## src/core/interval_timer_defines.vh

```
`ifndef INTERVAL_TIMER_DEFINES_VH
`define INTERVAL_TIMER_DEFINES_VH

// Register word addresses on the plain register port
`define TMR_ADDR_DOWN_COUNT    4'h0
`define TMR_ADDR_PRESCALE      4'h1
`define TMR_ADDR_RELOAD_PERIOD 4'h2
`define TMR_ADDR_CONTROL       4'h3
`define TMR_ADDR_IRQ_STATUS    4'h4
`define TMR_ADDR_IRQ_MASK      4'h5

// Control register fields
`define TMR_CTRL_ENABLE_BIT    0

// Interrupt status and mask fields
`define TMR_IRQ_ZERO_BIT       0

// Reset values
`define TMR_RST_DOWN_COUNT     16'h0000
`define TMR_RST_PRESCALE       8'h00
`define TMR_RST_RELOAD_PERIOD  16'h0000
`define TMR_RST_CONTROL        1'b0
`define TMR_RST_IRQ_MASK       1'b0

`endif

```

## src/core/prescaled_interval_timer.v

```verilog
// What this block does
// - Sixteen-bit count decrements once per prescaler group
// - Eight-bit scale register sets group length
// - Interrupt flag set on the tick that finds the count at zero
// - Zero reloads count from period register
`timescale 1ns/1ps
`default_nettype none
`include "interval_timer_defines.vh"

module prescaled_interval_timer #(
    parameter COUNT_W = 16,
    parameter SCALE_W = 8,
    parameter ADDR_W  = 4,
    parameter DATA_W  = 16
) (
    // Clock, reset, enable
    input  wire              ref_clk,
    input  wire              rst,
    input  wire              clkEn,
    // Register port
    input  wire [ADDR_W-1:0] regAddr,
    input  wire [DATA_W-1:0] regWrData,
    input  wire              regWr,
    input  wire              regRd,
    output reg  [DATA_W-1:0] regRdData,
    // Interrupt
    output wire              timerIrq
);

    reg  [SCALE_W-1:0] prescale_q;
    reg  [COUNT_W-1:0] period_q;
    reg                enable_q;
    reg                irqStatus_q;
    reg                irqMask_q;
    wire [COUNT_W-1:0] count;
    wire               tick;
    wire               zeroEvent;
    wire               countLoad;
    wire               scaleWrite;
    wire [SCALE_W-1:0] groupLength;

    // Address match used by both write and read decoding
    function hit;
        input [ADDR_W-1:0] addr;
        input [ADDR_W-1:0] target;
        begin
            hit = (addr == target);
        end
    endfunction

    assign countLoad  = regWr && hit(regAddr, `TMR_ADDR_DOWN_COUNT);
    assign scaleWrite = regWr && hit(regAddr, `TMR_ADDR_PRESCALE);

    // The register updates at the same edge as the restart, so forward the new value
    assign groupLength = scaleWrite ? regWrData[SCALE_W-1:0] : prescale_q;

    // Prescaler restarts on a scale write so the new length applies at once
    timer_prescaler #(
        .SCALE_W (SCALE_W)
    ) timer_prescaler_inst (
        .ref_clk    (ref_clk),
        .rst        (rst),
        .clkEn      (clkEn),
        .run        (enable_q),
        .restart    (scaleWrite),
        .scaleValue (groupLength),
        .tick       (tick)
    );

    timer_down_counter #(
        .COUNT_W (COUNT_W)
    ) timer_down_counter_inst (
        .ref_clk     (ref_clk),
        .rst         (rst),
        .clkEn       (clkEn),
        .tick        (tick),
        .load        (countLoad),
        .loadValue   (regWrData[COUNT_W-1:0]),
        .periodValue (period_q),
        .count_q     (count),
        .zeroEvent   (zeroEvent)
    );

    // Software-written configuration
    always @(posedge ref_clk or posedge rst)
    begin
        if (rst)
        begin
            prescale_q <= `TMR_RST_PRESCALE;
            period_q   <= `TMR_RST_RELOAD_PERIOD;
            enable_q   <= `TMR_RST_CONTROL;
            irqMask_q  <= `TMR_RST_IRQ_MASK;
        end
        else if (clkEn && regWr)
        begin
            if (hit(regAddr, `TMR_ADDR_PRESCALE))
                prescale_q <= regWrData[SCALE_W-1:0];
            if (hit(regAddr, `TMR_ADDR_RELOAD_PERIOD))
                period_q <= regWrData[COUNT_W-1:0];
            if (hit(regAddr, `TMR_ADDR_CONTROL))
                enable_q <= regWrData[`TMR_CTRL_ENABLE_BIT];
            if (hit(regAddr, `TMR_ADDR_IRQ_MASK))
                irqMask_q <= regWrData[`TMR_IRQ_ZERO_BIT];
        end
    end

    // Sticky zero flag; a new event wins over a write-one clear
    always @(posedge ref_clk or posedge rst)
    begin
        if (rst)
            irqStatus_q <= 1'b0;
        else if (clkEn)
        begin
            if (zeroEvent)
                irqStatus_q <= 1'b1;
            else if (regWr && hit(regAddr, `TMR_ADDR_IRQ_STATUS)
                     && regWrData[`TMR_IRQ_ZERO_BIT])
                irqStatus_q <= 1'b0;
        end
    end

    assign timerIrq = irqStatus_q && irqMask_q;

    // Read data valid the cycle after the strobe, zero otherwise
    always @(posedge ref_clk or posedge rst)
    begin
        if (rst)
            regRdData <= {DATA_W{1'b0}};
        else if (clkEn)
        begin
            regRdData <= {DATA_W{1'b0}};
            if (regRd)
            begin
                if (hit(regAddr, `TMR_ADDR_DOWN_COUNT))
                    regRdData <= {{(DATA_W-COUNT_W){1'b0}}, count};
                else if (hit(regAddr, `TMR_ADDR_PRESCALE))
                    regRdData <= {{(DATA_W-SCALE_W){1'b0}}, prescale_q};
                else if (hit(regAddr, `TMR_ADDR_RELOAD_PERIOD))
                    regRdData <= {{(DATA_W-COUNT_W){1'b0}}, period_q};
                else if (hit(regAddr, `TMR_ADDR_CONTROL))
                    regRdData <= {{(DATA_W-1){1'b0}}, enable_q};
                else if (hit(regAddr, `TMR_ADDR_IRQ_STATUS))
                    regRdData <= {{(DATA_W-1){1'b0}}, irqStatus_q};
                else if (hit(regAddr, `TMR_ADDR_IRQ_MASK))
                    regRdData <= {{(DATA_W-1){1'b0}}, irqMask_q};
            end
        end
    end

endmodule // prescaled_interval_timer

`default_nettype wire

```

## src/core/timer_prescaler.v

```verilog
`timescale 1ns/1ps
`default_nettype none

module timer_prescaler #(
    parameter SCALE_W = 8
) (
    // Clock and reset
    input  wire               ref_clk,
    input  wire               rst,
    input  wire               clkEn,
    // Control
    input  wire               run,
    input  wire               restart,
    input  wire [SCALE_W-1:0] scaleValue,
    // Output
    output wire               tick
);

    reg [SCALE_W-1:0] groupCnt_q;

    // One tick every scaleValue plus one cycles
    assign tick = run && (groupCnt_q == {SCALE_W{1'b0}});

    // Counts down through the group; restart realigns after a write
    always @(posedge ref_clk or posedge rst)
    begin
        if (rst)
            groupCnt_q <= {SCALE_W{1'b0}};
        else if (clkEn)
        begin
            if (restart || !run)
                groupCnt_q <= scaleValue;
            else if (tick)
                groupCnt_q <= scaleValue;
            else
                groupCnt_q <= groupCnt_q - {{(SCALE_W-1){1'b0}}, 1'b1};
        end
    end

endmodule // timer_prescaler

`default_nettype wire

```

## src/core/timer_down_counter.v

```verilog
`timescale 1ns/1ps
`default_nettype none

module timer_down_counter #(
    parameter COUNT_W = 16
) (
    // Clock and reset
    input  wire               ref_clk,
    input  wire               rst,
    input  wire               clkEn,
    // Control
    input  wire               tick,
    input  wire               load,
    input  wire [COUNT_W-1:0] loadValue,
    input  wire [COUNT_W-1:0] periodValue,
    // State
    output reg  [COUNT_W-1:0] count_q,
    output wire               zeroEvent
);

    // The reload happens on the tick that finds zero
    assign zeroEvent = tick && (count_q == {COUNT_W{1'b0}});

    // Software load beats a tick in the same cycle so writes are never lost
    always @(posedge ref_clk or posedge rst)
    begin
        if (rst)
            count_q <= {COUNT_W{1'b0}};
        else if (clkEn)
        begin
            if (load)
                count_q <= loadValue;
            else if (zeroEvent)
                count_q <= periodValue;
            else if (tick)
                count_q <= count_q - {{(COUNT_W-1){1'b0}}, 1'b1};
        end
    end

endmodule // timer_down_counter

`default_nettype wire

```

## config.mk

```make
export PLATFORM = sky130hd
export DESIGN_NAME = prescaled_interval_timer
export DESIGN_NICKNAME = d
export VERILOG_FILES = /design/src/core/prescaled_interval_timer.v /design/src/core/timer_prescaler.v /design/src/core/timer_down_counter.v
export VERILOG_INCLUDE_DIRS = /design/src /design/src/core
export SDC_FILE = /design/constraint.sdc
export NUM_CORES = 1
export LEC_CHECK = 0
export ABC_AREA = 1
export ABC_CLOCK_PERIOD_IN_PS = 2800
export BUFFER_PORTS_ARGS = -buffer_cell sky130_fd_sc_hd__buf_2
export CORE_MARGIN = 2
export CORE_UTILIZATION = 30
export DETAILED_ROUTE_END_ITERATION = 8
export SLEW_MARGIN = 20
export SYNTH_ARGS = -nofsm -noshare
export SYNTH_HDL_FRONTEND = slang
export SYNTH_SLANG_ARGS = --single-unit
```

## constraint.sdc

```tcl
create_clock -name ref_clk -period 2.8 [get_ports ref_clk]
set_input_delay 0.42 -clock ref_clk [delete_from_list [all_inputs] [get_ports ref_clk]]
set_output_delay 0.42 -clock ref_clk [all_outputs]
set_load 0.05 [all_outputs]
```

# --- Word-level counts from Yosys, hierarchy flattened ---
# Cells that the tools add are included.
classes:
  n_eq_ne: 5
  reduce_logical: 21
  n_addsub: 2
  n_mux: 15
op_table:
  columns: ["operator", "count"]
  rows:
  - ["16-bit 2-to-1 mux", 7]
  - ["8-bit 2-to-1 mux", 3]
  - ["16-bit logical NOT", 1]
  - ["16-bit by 1-bit subtractor with 16-bit output, second input constant", 1]
  - ["2-bit AND reduction", 6]
  - ["4-bit by 2-bit == test with 1-bit output, second input constant", 2]
  - ["4-bit by 3-bit == test with 1-bit output, second input constant", 2]
  - ["1-bit logical AND", 8]
  - ["8-bit logical NOT", 1]
  - ["8-bit by 1-bit subtractor with 8-bit output, second input constant", 1]
  - ["1-bit 2-to-1 mux", 5]
  - ["4-bit by 1-bit == test with 1-bit output, second input constant", 1]
  - ["4-bit logical NOT", 1]
  - ["3-bit nonzero test", 1]
  - ["2-bit nonzero test", 1]
  - ["1-bit logical NOT", 1]
  - ["1-bit logical OR", 1]
totals:
  regBits: 67
  word_cells: 51

# --- Longest topological paths before layout ---
depth:
  ltp_word: 8
  ltp_mapped: 11
  ltp_nobuf: 11

# --- Modules after synthesis ---
# Synthesis repeated with hierarchy kept, for this count alone.
hier_totals:
  hier_cells: 609
  hier_area_um2: 4418.0
modules_own_cells:
  columns: ["module", "seq_area_each_um2", "area_each_um2", "instances", "cells_per_inst"]
  rows:
  - ["prescaled_interval_timer", 1076.0, 2268.4, 1, 284]
  - ["timer_down_counter", 400.4, 1443.9, 1, 224]
  - ["timer_prescaler", 200.2, 705.7, 1, 101]

# --- Least setup slack after synthesis ---
# OpenSTA, ideal clock, no wires.
synth_path:
  kind: "reg2reg"
  start: "reg timer_prescaler_inst.groupCnt_q[0]"
  end: "reg timer_down_counter_inst.count_q[15]"
  t_required_ps: 2679
  slack_ps: 991
  arrival_time_ps: 1688
  path_stages_with_launch: 11
  synth_period_minus_slack_ps: 1809
  cell_sequence: "dfrtp_1 > inv_1 > ha_1 > nand2_1 > nor2_1 > nand3_2 > a21oi_4 > inv_2 > buf_6 > nor2_1 > a21oi_1"
synth_via:
  elab_chain_len: 5
synth_lines:
  columns: ["element", "line", "rtl"]
  rows:
  - ["start, declared", "timer_prescaler.v:19", "reg [SCALE_W-1:0] groupCnt_q;"]
  - ["start signal, assigned", "timer_prescaler.v:28", "groupCnt_q <= {SCALE_W{1'b0}};"]
  - ["start signal, assigned", "timer_prescaler.v:32", "groupCnt_q <= scaleValue;"]
  - ["start signal, assigned", "timer_prescaler.v:34", "groupCnt_q <= scaleValue;"]
  - ["8-bit logical NOT (*)", "timer_prescaler.v:22", "assign tick = run && (groupCnt_q == {SCALE_W{1'b0}});"]
  - ["1-bit logical AND (*)", "timer_prescaler.v:22", null]
  - ["1-bit logical AND", "timer_down_counter.v:22", "assign zeroEvent = tick && (count_q == {COUNT_W{1'b0}});"]
  - ["3-bit nonzero test (no line) or 16-bit 2-to-1 mux (tied branches)", null, null]
  - ["2-bit AND reduction (no line) or 16-bit 2-to-1 mux (tied branches)", null, null]
  - ["end signal, assigned", "timer_down_counter.v:28", "count_q <= {COUNT_W{1'b0}};"]
  - ["end signal, assigned", "timer_down_counter.v:32", "count_q <= loadValue;"]
  - ["end signal, assigned", "timer_down_counter.v:34", "count_q <= periodValue;"]
  - ["end, declared", "timer_down_counter.v:17", "output reg [COUNT_W-1:0] count_q,"]
# Every way passes the cells marked *; elsewhere a longest branch is shown, timed or not.
# A chain may end at the register's enable or synchronous reset.

# --- Final worst setup path ---
layout_path:
  start: "reg timer_prescaler_inst.groupCnt_q[0]"
  end: "reg timer_down_counter_inst.count_q[10]"
# The elaborated chain is that of the path after synthesis.

==> impl_metrics.toml <==
[global_routing]
grt_overflow = 0
grt_pass1_wl_um = 19400
antenna_found_initial = 0
grt_max_degree = 37
grt_pass1_vias = 3841
grt_use_total_pct = 17.0

[place]
routabilityCongestion = 0.959
dp_hpwl_um = 8240
port_buffers = 41
placed_cells = 762

[yosys]
ys_async_sr_fraction_pct = 100
synth_area_per_cell_sq_um = 7.13
yosysTopAreaCellShare_pct = 42.1
syn-instance-count = 559
syn_area_sq_mm = 0.00399
dominantRegCellSynth = "dfrtp_1"
syn_nets = 587
synth_area_leader_cell = "dfrtp_1"
synth.top_cells.by_area = "dfrtp_1 42%, nand2_1 16%, inv_1 5.7%"
ys_types = 33
yosysSeqAreaShare_pct = 42.1
yosysMostFrequentCell = "nand2_1"
yosys_warnings = 0
synthTopCellsByCount = "165 x nand2_1, 67 x dfrtp_1, 61 x inv_1, 59 x nor2_1, 45 x nand3_1"
ys_seq_elements = 67
synth-edff-count = 0

[final_layout]
syn2layout_area_growth_pct = 17.5
nets = 625
drive_above_1_share_pct = 14.0
diodes = 0
fin_cells = 778
finalCoreUtilization_pct = 35.8

[critical_path]
crit_path_cell_trace = "inv_1, ha_1, nand2_1, nor2_1, nand3_2, a21oi_4, inv_2, a21oi_1, nand2_1, nand2_1"
crit_buf_inv = 2
setup.worst_path.class = "flip-flop to flip-flop"
end_kind = "flip-flop"
cp_top_family = "simple AND/OR/NAND/NOR gates"
start_kind = "flip-flop"
worst-endpoint-arrival_ns = 2.47
path_max_fanout = 27
crit_slowest_cell = "dfrtp_1"
rrSetupSlack_ns = 0.61
path_common_cell = "nand2_1"
cp_data_required_time_ns = 3.07
slowest_delay_ns = 0.37

[timing]
setup_viol_count_final = 0
tightest_slew_ns = 0.720
fin_tns_setup_ns = 0
grt_setup_unrepaired = "no"
hold_violations = 0
maxSlewViolCount = 0
finalCriticalPeriod_ns = 2.19
period_share_pct = 78.3
max_freq_ghz = 0.456
finClkSkew_ns = 0.00640
maxSlewHeadroom_pct = 51.9

[drt]
drt_first_pass_iters = 5
dr_total_vias = 3883
detail-route-antenna-nets = 0
drt_iter0_markers = 351
wire_per_inst_um = 14.6
routed_via_density = 4.99
wirelength_um = 11300
drc = 0

[power_and_ir_drop]
powerDensity_mw_per_mm2 = 835
finalPower_w = 0.00391
ir_drop_mv = 0.379
p_leak_nw = 2.38

[floorplan]
std_cell_rows = 42
die_h_um = 119
core_area_sq_mm = 0.0131
start_util_pct = 30.5
die_w_um = 119
die_area_sq_mm = 0.0142
ios = 42

[clock_network]
post_cts_resized = 0
insertion_delay_ns = 0.34
clk_path_buf_depth = 2
cts_buffers = 9
cts.sinks = 67
htree_levels = 3
post_cts_buffers = 0
cts_hold_buf = 0
cts_root_buffer = "clkbuf_16"
tritoncts = "yes"
cts.reportedPaths.clkPinSlew_ns = 0.06

[outcome]
status = "finished clean"

[hold_path]
holdCritPathClass = "input pin to asynchronous set/reset pin"

[job]
cap_viol_max_count = 0
through the flow:
stage / cell area (sq um) / hold slack (ns) / setup WS (ns)
after floorplan: 3990 / 0.453 / 0.697
after global placement: 4380 / 0.465 / 0.552
after detailed placement: 4380 / 0.469 / 0.547
after CTS: 4680 / 0.223 / 0.595
after global routing: 4680 / 0.265 / 0.341
final: 4680 / 0.195 / 0.608
path summary, 6_finish.rpt:
path | start | endpoint | cells after the start
max | timer_prescaler_inst.groupCnt_q[0] | timer_down_counter_inst.count_q[10] | 10
min | rst | regRdData[1] | 2
max reg2reg | timer_prescaler_inst.groupCnt_q[0] | timer_down_counter_inst.count_q[10] | 10
min reg2reg | regRdData[6] | regRdData[6] | 2
max in group asynchronous | rst | regRdData[15] | 3
min in group ref_clk | regWrData[0] | enable_q | 3
layout by cell type (no fill, tap or decap), types with 3 or more instances in the layout:
cell type / n
a21oi_1: 23
a21oi_2: 4
a22o_1: 8
a31oi_1: 3
buf_2: 41
buf_4: 5
clkbuf_16: 9
dfrtp_1: 67
ha_1: 3
inv_1: 60
inv_2: 5
nand2_1: 165
nand3_1: 45
nand4_1: 7
nor2_1: 59
nor2_4: 4
nor3_1: 3
o211ai_1: 9
o21ai_0: 40
o221ai_1: 3
o22ai_1: 12
xor2_1: 7
logic make-up (layout without fill, tap and decap cells):
kind of cell               Yosys count  in the layout  share of synthesized area (%)
AOI/OAI and AO/OA                  104            104                           15.8
xor gates and xnor gates             9              9                           1.98
adders and majority gates            3              3                          0.942
buffers and inverters               86            129                           8.47
DFF                                 67             67                           42.1
and+or+nand+nor                    290            290                           30.8
layout make-up:
class / instances / area [sq um]
clock buffer: 10 / 239
tap: 176 / 220
clock inverter: 6 / 63.8
sequential: 67 / 1680
multi-input combinational: 406 / 1970
timing repair buffer: 47 / 263
fill: 1398 / 8400
inverter: 66 / 248
report_power, final:
part           internal (W)  total (W)  switching (W)  leakage, nW
logic              0.000450    0.00125       0.000796         1.39
registers           0.00122    0.00151       0.000292        0.843
clock network      0.000713    0.00115       0.000438        0.145
worst reg2reg max path: stages (launching register included):
cell,delay (ns)
dfrtp_1,0.37
inv_1,0.14
ha_1,0.25
nand2_1,0.07
nor2_1,0.23
nand3_2,0.23
a21oi_4,0.27
inv_2,0.25
a21oi_1,0.20
nand2_1,0.07
nand2_1,0.05
layer usage:
metal | global-route usage [%] | vias to the layer above | wire, um
met1 | 22.8 | 1857 | 5250
li1 | - | 1897 | -
met3 | 3.30 | 20 | 563
met4 | 6.32 | 0 | 218
met2 | 27.2 | 109 | 5310
met5 | 0 | - | 0
registers in the layout (all words and copies together) (netlist names):
register                         count
period_q                            16
regRdData                           16
timer_down_counter_inst.count_q     16
prescale_q                           8
timer_prescaler_inst.groupCnt_q      8
enable_q                             1
irqMask_q                            1
irqStatus_q                          1
Note: power is estimated with default switching activity, not from simulation.
